**config.mk**
```make
export PLATFORM = sky130hd
export DESIGN_NAME = sfcr_port
export DESIGN_NICKNAME = d
export VERILOG_FILES = /design/src/verilog/sfcr_pkg.sv /design/src/verilog/sfcr_byte_if.sv /design/src/verilog/sfcr_buf.sv /design/src/verilog/sfcr_deglitch.sv /design/src/verilog/sfcr_port.sv
export SDC_FILE = /design/constraint.sdc
export NUM_CORES = 1
export LEC_CHECK = 0
export ABC_AREA = 1
export BUFFER_PORTS_ARGS = -buffer_cell sky130_fd_sc_hd__buf_4
export CAP_MARGIN = 15
export CORE_UTILIZATION = 40
export DETAILED_ROUTE_END_ITERATION = 10
export PLACE_DENSITY = 0.64
export SETUP_SLACK_MARGIN = 0.4
export SYNTH_ARGS = -nofsm -noshare
export SYNTH_HDL_FRONTEND = slang
export SYNTH_SLANG_ARGS = --single-unit
```
**constraint.sdc**
```tcl
create_clock -name sys_clk -period 2.21 [get_ports sys_clk]
set_clock_uncertainty 0.2 [all_clocks]
set_input_delay 0.221 -clock sys_clk [delete_from_list [all_inputs] [get_ports sys_clk]]
set_output_delay 0.221 -clock sys_clk [all_outputs]
set_load 0.03 [all_outputs]
```
**src/verilog/sfcr_pkg.sv**
```systemverilog
// Shared constants and types of the serial peripheral port
package sfcr_pkg;
  // ==========================================
  // Register addresses
  localparam logic [7:0] ADDR_CTRL = 8'hf8;
  localparam logic [7:0] ADDR_CFG = 8'ha1;
  localparam logic [7:0] ADDR_CKR = 8'ha2;
  localparam logic [7:0] ADDR_DAT = 8'ha3;
  // ==========================================
  // Reset values
  localparam logic [7:0] CTRL_RST = 8'h06;
  localparam logic [7:0] CKR_RST = 8'h00;
  localparam logic [7:0] DAT_RST = 8'h00;
  // ==========================================
  // Control register fields
  localparam int CN_DONE = 7;
  localparam int CN_WRITE_COLLISION_FLAG = 6;
  localparam int CN_MODE_FAULT_FLAG = 5;
  localparam int CN_OVR = 4;
  localparam int CN_MODE_HI = 3;
  localparam int CN_MODE_LO = 2;
  localparam int CN_TXE = 1;
  localparam int CN_EN = 0;
  // Flag vector order inside the block: done, collision, fault, overrun
  localparam int FL_DONE = 3;
  localparam int FL_WRITE_COLLISION_FLAG = 2;
  localparam int FL_MODE_FAULT_FLAG = 1;
  localparam int FL_OVR = 0;
  // ==========================================
  // Config register fields
  localparam int CF_MST = 6;
  localparam int CF_PHA = 5;
  localparam int CF_POL = 4;
  // ==========================================
  // Timing
  localparam int SYS_CLK_HZ = 40_000_000;
  localparam int MAX_MASTER_BPS = 12_500_000;
  localparam logic [3:0] LAST_HALF = 4'hf;
  localparam logic [3:0] LAST_BIT = 4'h7;
  // ==========================================
  // Enumerations
  typedef enum logic [1:0] {
    SEL_3W = 2'b00,
    SEL_4W_IN = 2'b01,
    SEL_OUT_LO = 2'b10,
    SEL_OUT_HI = 2'b11
  } sfcr_selmode_t;
  typedef enum logic [1:0] {
    M_IDLE = 2'b00,
    M_SHIFT = 2'b01
  } sfcr_mstate_t;
endpackage

```
**src/verilog/sfcr_byte_if.sv**
```systemverilog
// Byte stream carrier with valid and ready
`timescale 1ns/100ps
interface sfcr_byte_if #(parameter int WIDTH = 8);
  logic valid;
  logic ready;
  logic [WIDTH-1:0] data;
  modport src (output valid, output data, input ready);
  modport snk (input valid, input data, output ready);
endinterface

```
**src/verilog/sfcr_buf.sv**
```systemverilog
// Small first-in first-out buffer for received bytes
`timescale 1ns/100ps
module sfcr_buf #(
  parameter int WIDTH = 8,
  parameter int DEPTH = 2
) (
  input wire logic sys_clk,
  input wire logic rst_n,
  sfcr_byte_if.snk wr,
  sfcr_byte_if.src rd
);
  localparam int AW = (DEPTH > 1) ? $clog2(DEPTH) : 1;
  localparam int CW = $clog2(DEPTH + 1);
  // ==========================================
  // Parameter check
  if (DEPTH < 2 || (DEPTH & (DEPTH - 1)) != 0 || WIDTH < 1) begin : g_chk
    $error("Buffer depth must be a power of two of at least two");
  end
  typedef struct packed {
    logic [DEPTH-1:0][WIDTH-1:0] mem;
    logic [AW-1:0] wp;
    logic [AW-1:0] rp;
    logic [CW-1:0] cnt;
  } sfcr_buf_t;
  sfcr_buf_t s_r;
  sfcr_buf_t s_nxt;
  logic push;
  logic pop;
  // ==========================================
  // Next state
  always_comb begin
    s_nxt = s_r;
    push = wr.valid && (s_r.cnt != CW'(DEPTH));
    pop = rd.ready && (s_r.cnt != '0);
    if (push) begin
      s_nxt.mem[s_r.wp] = wr.data;
      s_nxt.wp = s_r.wp + 1'b1;
    end
    if (pop) begin
      s_nxt.rp = s_r.rp + 1'b1;
    end
    s_nxt.cnt = s_r.cnt + CW'(push) - CW'(pop);
  end
  always_ff @(posedge sys_clk or negedge rst_n) begin
    if (!rst_n) begin
      s_r <= '0;
    end else begin
      s_r <= s_nxt;
    end
  end
  // Full stalls the source instead of dropping
  assign wr.ready = (s_r.cnt != CW'(DEPTH));
  assign rd.valid = (s_r.cnt != '0);
  assign rd.data = s_r.mem[s_r.rp];
endmodule

```
**src/verilog/sfcr_deglitch.sv**
```systemverilog
// Two-sample filter for the slave select input
`timescale 1ns/100ps
module sfcr_deglitch (
  input wire logic sys_clk,
  input wire logic rst_n,
  input wire logic pin,
  output logic filt
);
  typedef struct packed {
    logic smp;
    logic filt;
  } sfcr_dg_t;
  sfcr_dg_t s_r;
  sfcr_dg_t s_nxt;
  // ==========================================
  // Filter
  // Level passes only after two equal samples, a one-cycle spike is dropped
  always_comb begin
    s_nxt = s_r;
    s_nxt.smp = pin;
    if (pin == s_r.smp) begin
      s_nxt.filt = pin;
    end
  end
  always_ff @(posedge sys_clk or negedge rst_n) begin
    if (!rst_n) begin
      s_r <= 2'b11;
    end else begin
      s_r <= s_nxt;
    end
  end
  assign filt = s_r.filt;
endmodule

```
**src/verilog/sfcr_port.sv**
```systemverilog
// Serial peripheral port: flags, clocking, registers and shifter
//
// Function
// Set transfer-done flag at the end of every byte, every mode.
// With interrupt enabled, any of the four set flags requests an interrupt.
// Flags are never cleared by hardware; software clears each one.
// Data write with transmit buffer full sets collision flag and is dropped.
// Master in select mode 01 with select low: fault flag, clear master and enable.
// Slave completes while receive buffer full: overrun flag, new byte dropped.
// Phase bit 0 centres data on first clock edge, 1 on second.
// Polarity bit gives clock idle level: 0 low, 1 high.
// Disable before changing phase or polarity; both ends use same settings.
// Master bit rate at most half the core clock and 12.5 MHz.
// Remote master full duplex stays at or below a tenth of core clock.
// Remote master sending only, synchronous, may reach a quarter of core clock.
// Busy bit reads 1 while a byte is in progress.
// Master-enable bit: 0 slave, 1 master.
// Selected bit reads 1 when the filtered select input is low.
// Raw select bit returns the pin level at the read.
// Shift-empty bit: 1 when idle, cleared on load or clock toggle, 1 as master.
// Receive-empty bit: 1 when nothing unread, 1 as master.
// Slave samples input mid-bit; master samples one core clock before bit end.
// Select mode 00 no pin, 01 input, 1x output equal to low bit.
// Transmit-empty clears on data write, sets when moved to shifter.
// Block-enable bit switches the whole port on or off.
// Master clock rate is core clock over twice divider plus one.
// Master write with shifter empty loads it and starts at once; here the start also waits until the receive buffer has room.
// Falling select resets bit counter; remote selects two clocks before edge.
// Bytes shift in most significant bit first; eight bits go to buffer.
// On mode fault stop driving clock and data at once, abandon byte.
// Writing 1 to a flag leaves it; writing 0 clears it.
`timescale 1ns/100ps
module sfcr_port #(
  parameter int SYS_CLK_HZ = sfcr_pkg::SYS_CLK_HZ,
  parameter int RX_DEPTH = 2
) (
  input wire logic sys_clk,
  input wire logic rst_n,
  input wire logic [7:0] sfr_addr,
  input wire logic sfr_wr,
  input wire logic sfr_rd,
  input wire logic [7:0] sfr_wdata,
  output logic [7:0] sfr_rdata,
  input wire logic irq_en,
  output logic irq_req,
  input wire logic sck_in,
  output logic sck_out,
  output logic sck_oe_n,
  input wire logic mosi_in,
  output logic mosi_out,
  output logic mosi_oe_n,
  input wire logic miso_in,
  output logic miso_out,
  output logic miso_oe_n,
  input wire logic nss_in,
  output logic nss_out,
  output logic nss_oe_n
);
  // ==========================================
  // Clock rate limits
  // Least half period rounds up so the rate never passes the limit
  localparam int MIN_HALF = (SYS_CLK_HZ + 2 * sfcr_pkg::MAX_MASTER_BPS - 1)
    / (2 * sfcr_pkg::MAX_MASTER_BPS);
  localparam logic [7:0] MIN_DIV = 8'(MIN_HALF - 1);
  if (MIN_HALF < 1 || MIN_HALF > 256 || RX_DEPTH < 2) begin : g_chk
    $error("Clock rate or buffer depth out of range");
  end

  function automatic logic [7:0] half_reload(input logic [7:0] ckr);
    return (ckr < MIN_DIV) ? MIN_DIV : ckr;
  endfunction

  typedef struct packed {
    logic [3:0] flags;
    sfcr_pkg::sfcr_selmode_t mode;
    logic en;
    logic mst;
    logic pha;
    logic pol;
    logic [7:0] ckr;
    logic [7:0] txb;
    logic txe;
    logic shift_reg_empty;
    sfcr_pkg::sfcr_mstate_t mst_st;
    logic [3:0] half;
    logic [7:0] div;
    logic [7:0] txsh;
    logic [7:0] rxsh;
    logic [3:0] cnt;
    logic busy;
    logic sck_q;
    logic nss_q;
    logic sck_o;
    logic sck_oe_n;
    logic mosi_o;
    logic mosi_oe_n;
    logic miso_o;
    logic miso_oe_n;
    logic nss_o;
    logic nss_oe_n;
    logic [7:0] rdata;
    logic irq;
  } sfcr_state_t;

  sfcr_state_t s_r;
  sfcr_state_t s_nxt;
  logic nss_filt;
  logic [3:0] set_fl;
  logic [3:0] clr_vec;
  logic sck_edge;
  logic lead;
  logic trail;
  logic slave_act;
  logic sample;
  logic shift;
  logic sl_done;
  logic [7:0] rx_byte;
  logic push_v;
  logic pop;
  logic wr_ctrl;
  logic wr_dat;

  sfcr_byte_if #(.WIDTH(8)) rx_wr ();
  sfcr_byte_if #(.WIDTH(8)) rx_rd ();

  sfcr_buf #(.WIDTH(8), .DEPTH(RX_DEPTH)) u_rxbuf (
    .sys_clk(sys_clk),
    .rst_n(rst_n),
    .wr(rx_wr.snk),
    .rd(rx_rd.src)
  );

  sfcr_deglitch u_sel (
    .sys_clk(sys_clk),
    .rst_n(rst_n),
    .pin(nss_in),
    .filt(nss_filt)
  );

  assign rx_wr.valid = push_v;
  assign rx_wr.data = rx_byte;
  assign rx_rd.ready = pop;

  // ==========================================
  // Next state
  always_comb begin
    s_nxt = s_r;
    set_fl = 4'h0;
    push_v = 1'b0;
    rx_byte = s_r.rxsh;
    sl_done = 1'b0;
    wr_ctrl = sfr_wr && (sfr_addr == sfcr_pkg::ADDR_CTRL);
    wr_dat = sfr_wr && (sfr_addr == sfcr_pkg::ADDR_DAT);
    pop = sfr_rd && (sfr_addr == sfcr_pkg::ADDR_DAT);
    clr_vec = wr_ctrl ? ~sfr_wdata[7:4] : 4'h0;
    s_nxt.sck_q = sck_in;
    s_nxt.nss_q = nss_filt;
    sck_edge = (sck_in != s_r.sck_q);
    lead = sck_edge && (sck_in != s_r.pol);
    trail = sck_edge && (sck_in == s_r.pol);
    slave_act = s_r.en && !s_r.mst && ((s_r.mode == sfcr_pkg::SEL_3W)
      || (s_r.mode == sfcr_pkg::SEL_4W_IN && !nss_filt));
    sample = slave_act && (s_r.pha ? trail : lead);
    shift = slave_act && (s_r.pha ? lead : trail);

    // Software writes first so hardware sets below win
    if (wr_ctrl) begin
      s_nxt.flags = s_r.flags & sfr_wdata[7:4];
      s_nxt.mode = sfcr_pkg::sfcr_selmode_t'(sfr_wdata[3:2]);
      s_nxt.en = sfr_wdata[sfcr_pkg::CN_EN];
    end
    if (sfr_wr && sfr_addr == sfcr_pkg::ADDR_CFG) begin
      s_nxt.mst = sfr_wdata[sfcr_pkg::CF_MST];
      // Taken even while enabled; software is to disable first
      s_nxt.pha = sfr_wdata[sfcr_pkg::CF_PHA];
      s_nxt.pol = sfr_wdata[sfcr_pkg::CF_POL];
    end
    if (sfr_wr && sfr_addr == sfcr_pkg::ADDR_CKR) begin
      s_nxt.ckr = sfr_wdata;
    end
    if (wr_dat) begin
      if (!s_r.txe) begin
        set_fl[sfcr_pkg::FL_WRITE_COLLISION_FLAG] = 1'b1;
      end else begin
        s_nxt.txb = sfr_wdata;
        s_nxt.txe = 1'b0;
      end
    end

    // Master shifter
    case (s_r.mst_st)
      sfcr_pkg::M_IDLE: begin
        // Full receive buffer holds off the next byte
        if (s_r.en && s_r.mst && !s_r.txe && rx_wr.ready) begin
          s_nxt.txsh = s_r.txb;
          s_nxt.txe = 1'b1;
          s_nxt.half = 4'h0;
          s_nxt.div = half_reload(s_r.ckr);
          s_nxt.mst_st = sfcr_pkg::M_SHIFT;
          s_nxt.busy = 1'b1;
        end
      end
      sfcr_pkg::M_SHIFT: begin
        if (s_r.div != 8'h00) begin
          s_nxt.div = s_r.div - 8'h01;
          if (s_r.half[0] && s_r.div == 8'h01) begin
            s_nxt.rxsh = {s_r.rxsh[6:0], miso_in};
          end
        end else begin
          s_nxt.div = half_reload(s_r.ckr);
          s_nxt.half = s_r.half + 4'h1;
          if (s_r.half[0]) begin
            s_nxt.txsh = {s_r.txsh[6:0], 1'b0};
          end
          if (s_r.half == sfcr_pkg::LAST_HALF) begin
            set_fl[sfcr_pkg::FL_DONE] = 1'b1;
            push_v = 1'b1;
            s_nxt.mst_st = sfcr_pkg::M_IDLE;
            s_nxt.busy = 1'b0;
          end
        end
      end
      default: begin
        s_nxt.mst_st = sfcr_pkg::M_IDLE;
      end
    endcase

    // Slave shifter
    if (!s_r.mst && s_r.shift_reg_empty && !s_r.txe) begin
      s_nxt.txsh = s_r.txb;
      s_nxt.txe = 1'b1;
      s_nxt.shift_reg_empty = 1'b0;
    end
    if (slave_act && sck_edge) begin
      s_nxt.shift_reg_empty = 1'b0;
    end
    // Phase 0 trailing edge after the last sample starts no byte
    if (sample || (shift && s_r.pha)) begin
      s_nxt.busy = 1'b1;
    end
    if (shift && s_r.cnt != 4'h0) begin
      s_nxt.txsh = {s_r.txsh[6:0], 1'b0};
    end
    if (sample) begin
      s_nxt.rxsh = {s_r.rxsh[6:0], mosi_in};
      s_nxt.cnt = s_r.cnt + 4'h1;
      if (s_r.cnt == sfcr_pkg::LAST_BIT) begin
        sl_done = 1'b1;
        s_nxt.cnt = 4'h0;
        s_nxt.busy = 1'b0;
        set_fl[sfcr_pkg::FL_DONE] = 1'b1;
        rx_byte = {s_r.rxsh[6:0], mosi_in};
        push_v = rx_wr.ready;
        set_fl[sfcr_pkg::FL_OVR] = !rx_wr.ready;
        if (!s_r.txe) begin
          s_nxt.txsh = s_r.txb;
          s_nxt.txe = 1'b1;
        end else begin
          s_nxt.shift_reg_empty = 1'b1;
        end
      end
    end
    // Only the select edge or a disable restarts a byte in slave mode
    if ((s_r.nss_q && !nss_filt && s_r.mode == sfcr_pkg::SEL_4W_IN) || !s_r.en) begin
      s_nxt.cnt = 4'h0;
    end
    if (!s_r.en) begin
      s_nxt.mst_st = sfcr_pkg::M_IDLE;
      s_nxt.busy = 1'b0;
    end

    // Mode fault overrides the master, enable, shifter state, busy, push and done set above
    if (s_r.en && s_r.mst && s_r.mode == sfcr_pkg::SEL_4W_IN && !nss_filt) begin
      set_fl[sfcr_pkg::FL_MODE_FAULT_FLAG] = 1'b1;
      s_nxt.mst = 1'b0;
      s_nxt.en = 1'b0;
      s_nxt.mst_st = sfcr_pkg::M_IDLE;
      s_nxt.busy = 1'b0;
      push_v = 1'b0;
      set_fl[sfcr_pkg::FL_DONE] = 1'b0;
    end
    s_nxt.flags = s_nxt.flags | set_fl;

    // Pins follow the next state so a fault releases them at once
    s_nxt.sck_oe_n = !(s_nxt.en && s_nxt.mst);
    s_nxt.mosi_oe_n = !(s_nxt.en && s_nxt.mst);
    s_nxt.sck_o = (s_nxt.mst_st == sfcr_pkg::M_SHIFT) ?
      (s_r.pol ^ s_r.pha ^ s_nxt.half[0]) : s_r.pol;
    s_nxt.mosi_o = s_nxt.txsh[7];
    s_nxt.miso_oe_n = !(s_nxt.en && !s_nxt.mst && ((s_nxt.mode == sfcr_pkg::SEL_3W)
      || (s_nxt.mode == sfcr_pkg::SEL_4W_IN && !nss_filt)));
    s_nxt.miso_o = s_nxt.txsh[7];
    s_nxt.nss_oe_n = !(s_nxt.en && s_nxt.mode[1]);
    s_nxt.nss_o = s_nxt.mode[0];
    s_nxt.irq = irq_en && (s_nxt.flags != 4'h0);

    // Register read
    if (sfr_rd) begin
      if (sfr_addr == sfcr_pkg::ADDR_CTRL) begin
        s_nxt.rdata = {s_r.flags, s_r.mode, s_r.txe, s_r.en};
      end else if (sfr_addr == sfcr_pkg::ADDR_CFG) begin
        s_nxt.rdata = {s_r.busy, s_r.mst, s_r.pha, s_r.pol, !nss_filt, nss_in,
          s_r.mst | s_r.shift_reg_empty, s_r.mst | !rx_rd.valid};
      end else if (sfr_addr == sfcr_pkg::ADDR_CKR) begin
        s_nxt.rdata = s_r.ckr;
      end else if (sfr_addr == sfcr_pkg::ADDR_DAT) begin
        s_nxt.rdata = rx_rd.valid ? rx_rd.data : sfcr_pkg::DAT_RST;
      end else begin
        s_nxt.rdata = 8'h00;
      end
    end
  end

  always_ff @(posedge sys_clk or negedge rst_n) begin
    if (!rst_n) begin
      s_r <= '0;
      s_r.flags <= sfcr_pkg::CTRL_RST[7:4];
      s_r.mode <= sfcr_pkg::sfcr_selmode_t'(sfcr_pkg::CTRL_RST[3:2]);
      s_r.txe <= sfcr_pkg::CTRL_RST[sfcr_pkg::CN_TXE];
      s_r.en <= sfcr_pkg::CTRL_RST[sfcr_pkg::CN_EN];
      s_r.ckr <= sfcr_pkg::CKR_RST;
      s_r.shift_reg_empty <= 1'b1;
      s_r.sck_q <= 1'b0;
      s_r.nss_q <= 1'b1;
      s_r.sck_oe_n <= 1'b1;
      s_r.mosi_oe_n <= 1'b1;
      s_r.miso_oe_n <= 1'b1;
      s_r.nss_oe_n <= 1'b1;
    end else begin
      s_r <= s_nxt;
    end
  end

  assign sfr_rdata = s_r.rdata;
  assign irq_req = s_r.irq;
  assign sck_out = s_r.sck_o;
  assign sck_oe_n = s_r.sck_oe_n;
  assign mosi_out = s_r.mosi_o;
  assign mosi_oe_n = s_r.mosi_oe_n;
  assign miso_out = s_r.miso_o;
  assign miso_oe_n = s_r.miso_oe_n;
  assign nss_out = s_r.nss_o;
  assign nss_oe_n = s_r.nss_oe_n;
endmodule

```
* After elaboration in Yosys (flattened, before gate mapping)
Cells that the tools add are included.
** Storage, ports and cells
- Register bits :: 102
- Bits of input ports :: 25
- Logic and storage cells :: 203
** Operators by class
- Bitwise logic cells :: 6
- Muxes and demuxes :: 69
- Equal/unequal tests :: 18
- Reduce and logical (&&, ||, !) cells :: 64
- Magnitude comparators :: 4
- Add/subtract/negate cells :: 7
** Operators with widths (count)
- two-way mux 8 bit :: 21
- case mux 20 bit (2 select lines) :: 1
- logical AND 1 bit :: 34
- equality test 8 bit (second input constant) :: 4
- two-way mux 1 bit :: 29
- two-way mux 22 bit :: 1
- two-way mux 21 bit :: 1
- bitwise mux 16 bit :: 1
- two-way mux 2 bit :: 7
- nonzero test 2 bit :: 6
- logical NOT 1 bit :: 10
- adder 4 x 1 -> 4 bit (second input constant) :: 2
- demux 8 bit (select 1 bit) :: 1
- equality test 2 x 1 -> 1 bit (second input constant) :: 4
- equality test 8 x 1 -> 1 bit (second input constant) :: 1
- less-than comparator 8 x 1 -> 1 bit (second input constant) :: 1
- nonzero test 4 bit :: 2
- nonzero test 8 bit :: 1
- subtractor 8 x 1 -> 8 bit (second input constant) :: 1
- two-way mux 7 bit :: 1
- logical NOT 2 bit :: 3
- two-way mux 6 bit :: 1
- != test 2 bit (second input constant) :: 3
- AND reduction 3 bit :: 2
- 20 further kinds :: 30

* Longest topological paths before layout
Gate-level depths: netlist of the first run.
- Depth in word-level cells :: 12
- Gate-level depth with buffers :: 11
- Depth with buffers taken out :: 11

* By module
A second synthesis of the first run with hierarchy kept.
** Second synthesis, totals
- Cells, all modules :: 722
- Area total of the unflattened synthesis :: 5596.6 um^2
** By module, submodules not included
- sfcr_port :: sequential area each 1985.7 um^2, area an instance 4523.1 um^2, cells an instance 590, times used 1
- sfcr_buf :: sequential area each 500.5 um^2, area an instance 1004.7 um^2, cells an instance 126, times used 1
- sfcr_deglitch :: sequential area each 52.6 um^2, area an instance 68.8 um^2, cells an instance 6, times used 1

* Worst setup path before layout of the first run
Ideal clock, no wire load.
- Kind :: reg2reg
- From :: register s_r[40] in the netlist's numbering
- To :: register u_rxbuf.s_r[18] in the netlist's numbering
- Required time :: 1.892 ns
- Slack :: 0.309 ns
- Cell stages (with the launch flop) :: 11
- Data arrival time :: 1.583 ns
- Cells stage by stage :: dfrtp_1 -> inv_1 -> ha_1 -> nand2_1 -> nor2_2 -> nand3_2 -> nand2_4 -> nand4_4 -> buf_6 -> nand2_1 -> o21ai_2
** On the way
- Cells in the longest elaborated chain, start to end :: 7
** RTL lines
- start, declared :: line sfcr_port.sv:105 : sfcr_state_t s_r;
- start signal, assigned :: line sfcr_port.sv:330 : s_r <= s_nxt;
- nonzero test 8 bit (*) :: line sfcr_port.sv:204 : if (s_r.div != 8'h00) begin
- two-way mux 1 bit (*) :: line sfcr_port.sv:204
- two-way mux 1 bit (*) :: line sfcr_port.sv:191 : case (s_r.mst_st)
- two-way mux 1 bit :: line sfcr_port.sv:247 : if (s_r.cnt == sfcr_pkg::LAST_BIT) begin
- two-way mux 1 bit (*) :: line sfcr_port.sv:244 : if (sample) begin
- two-way mux 1 bit (*) :: line sfcr_port.sv:273 : if (s_r.en && s_r.mst && s_r.mode == sfcr_pkg::SEL_4W_IN && !nss_filt) begin
- logical AND 1 bit (*) :: line sfcr_buf.sv:33 : push = wr.valid && (s_r.cnt != CW'(DEPTH));
- end signal, assigned :: line sfcr_buf.sv:48 : s_r <= s_nxt;
- end, declared :: line sfcr_buf.sv:25 : sfcr_buf_t s_r;
Mark *: on every way between the ends. The rest lies on a longest branch, timed or not.
A chain may end at the register's enable or synchronous reset.

* Final worst setup path of the first run
- From :: register s_r[76] in the netlist's numbering
- To :: register u_rxbuf.s_r[16] in the netlist's numbering
** On the way
- Cells in the longest elaborated chain, start to end :: 8
- Elaborated cells between the ends (all ways) :: 13
- Those cells by class :: eq/ne: 1; mux: 4; reduce/logical: 8
** RTL lines
- equality test 2 x 1 -> 1 bit :: line sfcr_port.sv:162, sfcr_port.sv:273
- logical AND 1 bit :: line sfcr_port.sv:162 : || (s_r.mode == sfcr_pkg::SEL_4W_IN && !nss_filt));
- logical OR 1 bit :: line sfcr_port.sv:162
- logical AND 1 bit :: line sfcr_port.sv:161 : slave_act = s_r.en && !s_r.mst && ((s_r.mode == sfcr_pkg::SEL_3W)
- logical AND 1 bit :: line sfcr_port.sv:163 : sample = slave_act && (s_r.pha ? trail : lead);
- two-way mux 1 bit :: line sfcr_port.sv:244
- two-way mux 1 bit :: line sfcr_port.sv:273
- logical AND 1 bit :: line sfcr_buf.sv:33
Several ways; a longest one is shown, not always the timed one.

==> flow_metrics.tcl, run 1 <==
set metrics [dict create \
    yosysTopAreaCell "dfrtp_1" \
    cp_data_arrival_time_ns 1.94 \
    die_x_um 122 \
    placed_cells 957 \
    clkLatencyLatePin_ns 0.36 \
    p_per_area_nw_per_um2 589 \
    hold_path.class "in -> reg" \
    grt_overflow 0 \
    dp_hpwl_um 10700 \
    ys_warn_count 0 \
    avgRoutedWirePerCell_um 15.5 \
    numCtsBuffers 9 \
    pre_cts_ws_ns 0.157 \
    final_net_count 865 \
    ant_nets 0 \
    synth_common_cells "198 x nand2_1, 103 x inv_1, 92 x dfrtp_1, 66 x o21ai_0, 59 x nor2_1" \
    place_area_um2 6250 \
    rows 43 \
    hold_violations 0 \
    ys_async_sr_fraction 1.00 \
    fin_area_um2 7250 \
    fmax_ghz 0.542 \
    antenna_cells 0 \
    gp_congestion 0.887 \
    grt_pass1_vias 4947 \
    fin_ws_ns 0.366 \
    syn_area_um2 5710 \
    synth-seq-area-share 0.444 \
    first_pass_iters 5 \
    die_h_um 122 \
    slew_headroom 0.621 \
    clockBufferDepth 2 \
    finish.utilization 0.522 \
    cap_violations 0 \
    root_buffer "clkbuf_16" \
    final-max-slew-violation-count 0 \
    setup_viol 0 \
    yosysUniqueCellTypes 45 \
    via_per_inst 5.17 \
    status "finished, final reports clean" \
    synth_edf_count 0 \
    fp.dieArea_um2 14800 \
    cp.required_ns 2.31 \
    post-route-min-period_ns 1.84 \
    timing.hold.ws_ns 0.00652 \
    grt_pass1_wl_um 25400 \
    finalNonFillerCells 1018 \
    ys_top_cells_by_area "dfrtp_1 40%, nand2_1 13%, inv_1 6.8%, o21ai_0 5.8%, dfstp_2 4.1%" \
    netlist.area_leader.share 0.403 \
    syn2layout_area_growth_pct 26.9 \
    first_iter_violations 427 \
    ys.flop_type "dfrtp_1" \
    drc 0 \
    yosys_register_bits 101 \
    grt_usage 0.225 \
    io_pins 42 \
    p_leak_nw 3.37 \
    via_count 5264 \
    core-area_um2 13900 \
    grt_max_degree 102 \
    cp_max_fo 15 \
    start_util 0.412 \
    finalPower_mw 4.27 \
    post-route-period-util 0.834 \
    worstSetupPathType "reg -> reg" \
    critPathCaptureType "flip-flop" \
    drt-total-wl_um 15800 \
    syn_avg_cell_area_um2 7.71 \
    tns_ns 0 \
    syn_nets 773 \
    rsz0062_at_grt "yes" \
    htreeDepth 3 \
    cts.sinks 101 \
    worst_pin_slew_ns 0.568 \
    worstSetupStartpointType "flip-flop" \
    cts_tree "built" \
    ir_worst_vdd_mv 0.445 \
    clkTransAtPathRegs_ns 0.07 \
    io_buffer_count 41 \
    drive_gt1_frac 0.253 \
    synthCells 741 \
    synth.most_common_cell "nand2_1" \
    antenna_found_initial 0 \
]
-- cell families after synthesis --
group / Yosys count / share of synthesized area
compound gates: 137 / 0.145
xor+xnor: 8 / 0.0123
fa+ha+maj: 8 / 0.0171
buf+inv: 135 / 0.103
flops: 101 / 0.444
other cells: 1 / 0.000656
simple gates: 351 / 0.278
-- path summary, 6_finish.rpt --
| path | cells after the start | slack, ns | end | from |
|---|---|---|---|---|
| worst max-delay path | 8 | 0.37 | u_rxbuf.s_r[16]$_DFFE_PN0P_ | s_r[76]$_DFF_PN1_ |
| worst min-delay path | 3 | 0.007 | sfr_rdata[3]$_DFFE_PN0P_ | sfr_rd |
| worst max register to register | 8 | 0.37 | u_rxbuf.s_r[16]$_DFFE_PN0P_ | s_r[76]$_DFF_PN1_ |
| worst min register to register | 2 | 0.28 | u_rxbuf.s_r[12]$_DFFE_PN0P_ | u_rxbuf.s_r[12]$_DFFE_PN0P_ |
| max in group asynchronous | 3 | 1.10 | s_r[74]$_DFF_PN0_ | rst_n |
| min in group asynchronous | 3 | 0.26 | miso_out$_DFF_PN0_ | rst_n |
-- cell usage in the layout, fill, tap and decap left out, types with 3 or more instances in the layout --
cell type      count
or2_2              5
nand3_2            7
buf_4             76
o21ai_1           10
dfrtp_1           89
o221ai_1           4
nor3_1             5
o211ai_1           9
nand2_2            7
ha_1               5
nand4_1           14
o21ai_2           18
dlygate4sd3_1     14
xnor2_1            3
dfrtp_2            3
xor2_1             5
nand2_1          186
o2111ai_1          3
buf_12             3
dfstp_2            9
o21ai_0           62
buf_6              8
nand3_4            5
nor2_1            50
inv_1             94
a21oi_1           22
nor2_2             7
nand2_4           12
nand3_1           40
nor2_4             7
inv_6              3
clkbuf_16         10
inv_2             13
-- sequential cells by signal, summed over array words and instances, names as in the netlist --
signal,count
u_sel.filt,1
miso_oe_n,1
sfr_rdata,8
u_sel.s_r,1
u_rxbuf.s_r,20
miso_out,1
mosi_oe_n,1
irq_req,1
nss_out,1
nss_oe_n,1
sck_out,1
s_r,64
-- what timing repair did --
item	CTS	global route
gates cloned	1	3
endpoints found under the hold margin	113	0
hold buffers	14	0
gates resized for setup	30	51
setup endpoints to repair	56	57
setup buffers	19	8
pin swaps	3	10
-- critical path, cell delays in order, from the launching register on --
cell	delay, ns
dfstp_2	0.57
nand2_1	0.08
nor2_2	0.19
nand3_4	0.15
buf_4	0.19
nand4_4	0.11
buf_12	0.15
nand2_1	0.07
o21ai_2	0.05
-- routing by layer --
metal | up-vias | track usage | wire length (um)
met2 | 135 | 0.346 | 7460
li1 | 2581 | - | -
met1 | 2514 | 0.313 | 7220
met4 | 0 | 0.0764 | 375
met5 | - | 0 | 0
met3 | 34 | 0.0498 | 777
-- layout make-up --
type / instances / area, um^2
multi-input combinational: 508 / 2870
clock buffer: 9 / 225
clock inverter: 7 / 65.1
tap: 180 / 225
inverter: 110 / 419
fill: 1320 / 6630
timing repair buffer: 103 / 901
sequential: 101 / 2540
-- power breakdown --
part | total (mW) | switching [mW] | internal [mW] | leakage, nW
combinational | 0.577 | 0.350 | 0.227 | 1.91
clock | 1.60 | 0.806 | 0.795 | 0.141
sequential | 2.10 | 0.121 | 1.98 | 1.32
Power figures use the tool's default switching activity.
==> inputs of run 2 (changes only) <==
ABC_AREA = 0   (was 1)
clock period = 1.9 ns   (was 2.21 ns; I/O delays follow)
==> flow_metrics.tcl, run 2 <==
set metrics [dict create \
    syn2layout_area_growth_pct 49.5 \
    drive_gt1_frac 0.510 \
    fillers 1004 \
    finalPower_mw 4.78 \
    post-route-period-util 1.39 \
    ys_top_cells_by_area "dfrtp_1 43%, mux2_2 8.8%, dfstp_2 4.4%, mux2i_1 4.1%, o21ai_0 2.9%" \
    critPathCaptureType "flip-flop" \
    synthCells 513 \
    cts.sinks 101 \
    post-route-min-period_ns 2.64 \
    first_pass_iters 5 \
    cap_violations 0 \
    via_per_inst 5.67 \
    clkLatencyLatePin_ns 0.35 \
    tns_ns -21.53 \
    p_leak_nw 3.60 \
    cp_num_buf_inv 1 \
    crit_path_frequent_cell "or4_4" \
    regMostFlops "s_r" \
    fp.dieArea_um2 13900 \
    gp_congestion 0.892 \
    cp_slowest_cell "or4_4" \
    syn_nets 545 \
    fmax_ghz 0.379 \
    io_buffer_count 41 \
    io_pins 42 \
    antenna_found_initial 0 \
    pre_cts_ws_ns -0.832 \
    rsz0062_at_grt "yes" \
    drt-total-wl_um 16900 \
    synth.most_common_cell "dfrtp_1" \
    slowest_delay_ns 0.57 \
    largest_register_ffs 64 \
    ant_nets 0 \
    antenna_cells 0 \
    worstSetupStartpointType "flip-flop" \
    grt_pass1_vias 5004 \
    worst_pin_slew_ns 0.589 \
    cp.required_ns 1.94 \
    die_x_um 118 \
    final_cell_mix "125 x buf_4, 89 x dfrtp_1, 35 x buf_6" \
    via_count 4869 \
    r2r_slack_ns -0.74 \
    cp_data_arrival_time_ns 2.68 \
    status "finished, violations left" \
    yosys_register_bits 101 \
    p_per_area_nw_per_um2 593 \
    cp_max_fo 4 \
    ys_warn_count 0 \
    hold_path.class "in -> async" \
    ys.flop_type "dfrtp_1" \
    grt_max_degree 67 \
    clkTransAtPathRegs_ns 0.07 \
    cts_tree "built" \
    yosysTopAreaCell "dfrtp_1" \
    numCtsBuffers 9 \
    first_iter_violations 406 \
    clockBufferDepth 2 \
    final_net_count 710 \
    setup_viol 54 \
    finish.utilization 0.611 \
    syn_area_um2 5390 \
    final_common_cell "buf_4" \
    placed_cells 797 \
    final-max-slew-violation-count 0 \
    core-area_um2 13200 \
    rows 42 \
    htreeDepth 3 \
    worstSetupPathType "reg -> reg" \
    yosysUniqueCellTypes 68 \
    root_buffer "clkbuf_16" \
    grt_overflow 0 \
    synth-seq-area-share 0.471 \
    dp_hpwl_um 11100 \
    synth_common_cells "92 x dfrtp_1, 42 x mux2_2, 41 x nand2_1, 31 x o21ai_0, 25 x nor2_1" \
    slew_headroom 0.607 \
    drc 0 \
    violations "negative setup slack" \
    syn_avg_cell_area_um2 10.5 \
    grt_usage 0.244 \
    ir_worst_vdd_mv 0.447 \
    grt_pass1_wl_um 26600 \
    fin_ws_ns -0.740 \
    place_area_um2 6630 \
    start_util 0.409 \
    ys_async_sr_fraction 1.00 \
    finalNonFillerCells 859 \
    timing.hold.ws_ns 0.0263 \
    fin_area_um2 8060 \
    hold_violations 0 \
    crit_family "simple AND/OR/NAND/NOR gates" \
    netlist.area_leader.share 0.427 \
    synth_edf_count 0 \
    crit_chain "or4_4 > nor4_4 > a31oi_2 > or4_4 > buf_4 > mux2_4" \
    die_h_um 118 \
    avgRoutedWirePerCell_um 19.6 \
]
## run 2: changes by cell type after synthesis, moves of 14 or more
cell and delta:
nand2_1 -157, o21ai_0 -35, nor2_1 -34, nand3_1 -26, clkbuf_1 +14, o21ai_2 -18
inv_1 -83, mux2_2 +42, mux2i_1 +22
## run 2: layout make-up
| class | instances | area (um^2) | area share |
|---|---|---|---|
| repair buffers | 183 | 1620 | 0.201 |
| well taps | 176 | 220 | 0.0273 |
| inverters | 20 | 75.1 | 0.00931 |
| clock buffers | 10 | 229 | 0.0284 |
| flip-flops and latches | 101 | 2540 | 0.315 |
| clock inverters | 6 | 47.5 | 0.00590 |
| multi-input cells | 363 | 3320 | 0.412 |
## run 2: logic make-up after synthesis
kind of cell	after synthesis	synth area share
DFF	101	0.471
muxes	73	0.155
xor gates and xnor gates	7	0.0114
AOI/OAI and AO/OA	122	0.149
adders and majority gates	8	0.0181
and+or+nand+nor	152	0.152
buffers and inverters	49	0.0429
other	1	0.000696
## run 2: repair_timing
action	4_1_cts	5_1_grt
setup buffers	15	13
endpoints found under the setup margin	81	91
hold endpoints to repair	124	0
resized for setup	128	54
pin swaps	33	15
hold buffers	16	0
cloned	0	2
## run 2: path summary, 6_finish.rpt
path	start	end	cells after the start
worst min-delay path	rst_n	s_r[51]$_DFFE_PN0P_	2
worst max-delay path	s_r[44]$_DFFE_PN0P_	u_rxbuf.s_r[11]$_DFFE_PN0P_	6
worst min register to register	s_r[31]$_DFFE_PN0P_	s_r[31]$_DFFE_PN0P_	1
worst max register to register	s_r[44]$_DFFE_PN0P_	u_rxbuf.s_r[11]$_DFFE_PN0P_	6
max in group asynchronous	rst_n	s_r[17]$_DFF_PN1_	3
min in group sys_clk	sfr_wr	s_r[75]$_DFF_PN0_	3
## run 2: report_power, final
part	internal, mW	switching, mW	total (mW)
clock	0.902	0.857	1.76
sequential	2.23	0.0958	2.33
combinational	0.342	0.347	0.690
total	3.48	1.30	4.78
## run 2: layer usage
metal	track usage	vias up	wire, um
li1	-	2217	-
met1	0.315	2453	7140
met2	0.418	171	8610
met3	0.0412	28	843
met4	0.0689	0	278
met5	0	-	0
==> inputs of run 3 (changes only) <==
CTS_BUF_LIST = sky130_fd_sc_hd__clkbuf_16   (was default)
MAX_ROUTING_LAYER = met4   (was default)
==> flow_metrics.tcl, run 3 (synthesis results as in run 2) <==
set metrics [dict create \
    status "finished, violations left" \
    violations "negative setup slack" \
    antenna_cells 0 \
    first_pass_iters 5 \
    numCtsBuffers 9 \
    fin_area_um2 8070 \
    worstSetupStartpointType "flip-flop" \
    clkTransAtPathRegs_ns 0.07 \
    worst_pin_slew_ns 0.593 \
    cp_data_arrival_time_ns 2.67 \
    crit_family "simple AND/OR/NAND/NOR gates" \
    slew_headroom 0.604 \
    slowest_delay_ns 0.57 \
    via_per_inst 5.65 \
    crit_chain "or4_4 > nor4_4 > a31oi_2 > or4_4 > buf_4 > mux2_4" \
    start_util 0.409 \
    avgRoutedWirePerCell_um 19.6 \
    placed_cells 797 \
    worstSetupPathType "reg -> reg" \
    fin_ws_ns -0.735 \
    cp_num_buf_inv 1 \
    fmax_ghz 0.379 \
    hold_violations 0 \
    grt_overflow 0 \
    ant_nets 0 \
    grt_usage 0.251 \
    cp_max_fo 4 \
    place_area_um2 6630 \
    antenna_found_initial 0 \
    grt_max_degree 67 \
    p_leak_nw 3.61 \
    post-route-period-util 1.39 \
    via_count 4857 \
    cts_tree "built" \
    regMostFlops "s_r" \
    hold_path.class "in -> reg" \
    final_cell_mix "125 x buf_4, 89 x dfrtp_1, 36 x buf_6" \
    largest_register_ffs 64 \
    p_per_area_nw_per_um2 591 \
    drc 0 \
    fillers 1003 \
    grt_pass1_wl_um 26700 \
    final-max-slew-violation-count 0 \
    cts.sinks 101 \
    finish.utilization 0.612 \
    root_buffer "clkbuf_16" \
    first_iter_violations 422 \
    finalNonFillerCells 860 \
    cap_violations 0 \
    die_h_um 118 \
    io_pins 42 \
    clkLatencyLatePin_ns 0.35 \
    rows 42 \
    crit_path_frequent_cell "or4_4" \
    cp.required_ns 1.94 \
    final_net_count 711 \
    htreeDepth 3 \
    setup_viol 54 \
    grt_pass1_vias 5010 \
    cp_slowest_cell "or4_4" \
    gp_congestion 0.907 \
    drive_gt1_frac 0.510 \
    ir_worst_vdd_mv 0.445 \
    post-route-min-period_ns 2.64 \
    io_buffer_count 41 \
    clockBufferDepth 2 \
    core-area_um2 13200 \
    fp.dieArea_um2 13900 \
    rsz0062_at_grt "yes" \
    die_x_um 118 \
    final_common_cell "buf_4" \
    dp_hpwl_um 11100 \
    critPathCaptureType "flip-flop" \
    drt-total-wl_um 16900 \
    syn2layout_area_growth_pct 49.7 \
]
==> run 3: changes by cell type in the layout (fill, tap and decap cells not counted) <==
| cell | previous run | this run |
|---|---|---|
| clkbuf_1 | 1 | 0 |
| inv_1 | 17 | 18 |
| buf_6 | 35 | 36 |
==> run 3: area by class of cell <==
class | instances | area (um^2) | share of cell area
tap | 176 | 220 | 0.0273
timing repair buffer | 184 | 1630 | 0.202
sequential | 101 | 2540 | 0.315
inverter | 20 | 75.1 | 0.00930
clock buffer | 9 | 225 | 0.0279
clock inverter | 7 | 51.3 | 0.00636
multi-input combinational | 363 | 3320 | 0.412
==> run 3: worst reg2reg max path, cell delays in order, from the launching register on <==
cell and delay, ns:
dfrtp_1 0.38, or4_4 0.57, nor4_4 0.36, a31oi_2 0.09, or4_4 0.45, buf_4 0.18, mux2_4 0.29
==> run 3: where the power goes <==
group	internal (mW)	switching [mW]	total, mW	leakage, nW
Sequential	2.23	0.0945	2.33	1.32
Clock	0.896	0.858	1.75	0.138
Combinational	0.342	0.348	0.690	2.14
==> run 3: routing by layer <==
metal  up-vias  share of wire  GRT usage
met1      2447           0.42      0.318
met2       160           0.51      0.417
met4         0          0.020     0.0689
met3        31          0.051     0.0412
met5         -              0          -
li1       2219              -          -
==> run 3: worst paths after layout <==
kind                       depth (start not counted)           startpoint  slack [ns]                           to
max                                                6  s_r[44]$_DFFE_PN0P_       -0.74  u_rxbuf.s_r[11]$_DFFE_PN0P_
min                                                3               sfr_wr        0.02            s_r[75]$_DFF_PN0_
max reg2reg                                        6  s_r[44]$_DFFE_PN0P_       -0.74  u_rxbuf.s_r[11]$_DFFE_PN0P_
min reg2reg                                        1  s_r[31]$_DFFE_PN0P_        0.31          s_r[31]$_DFFE_PN0P_
max in group asynchronous                          3                rst_n        0.84            s_r[17]$_DFF_PN1_
min in group asynchronous                          2                rst_n        0.03          s_r[51]$_DFFE_PN0P_
==> run 3: per-stage QoR <==
stage	worst slack [ns]	TNS, ns	power, mW	hold slack (ns)
after floorplan	-0.789	-16.00	2.65	-0.306
after global placement	-0.772	-20.15	2.89	-0.159
after detailed placement	-0.832	-21.77	2.91	-0.159
after CTS	-0.727	-20.37	4.73	0.00503
after global routing	-0.783	-25.94	4.95	0.0263
final	-0.735	-21.65	4.77	0.0247
==> run 3: repair_timing <==
action	CTS	global route
resized for setup	128	55
pin swaps	33	16
setup buffers	15	14
hold buffers	16	0
endpoints found under the setup margin	81	91
gates cloned	0	2
endpoints found under the hold margin	124	0
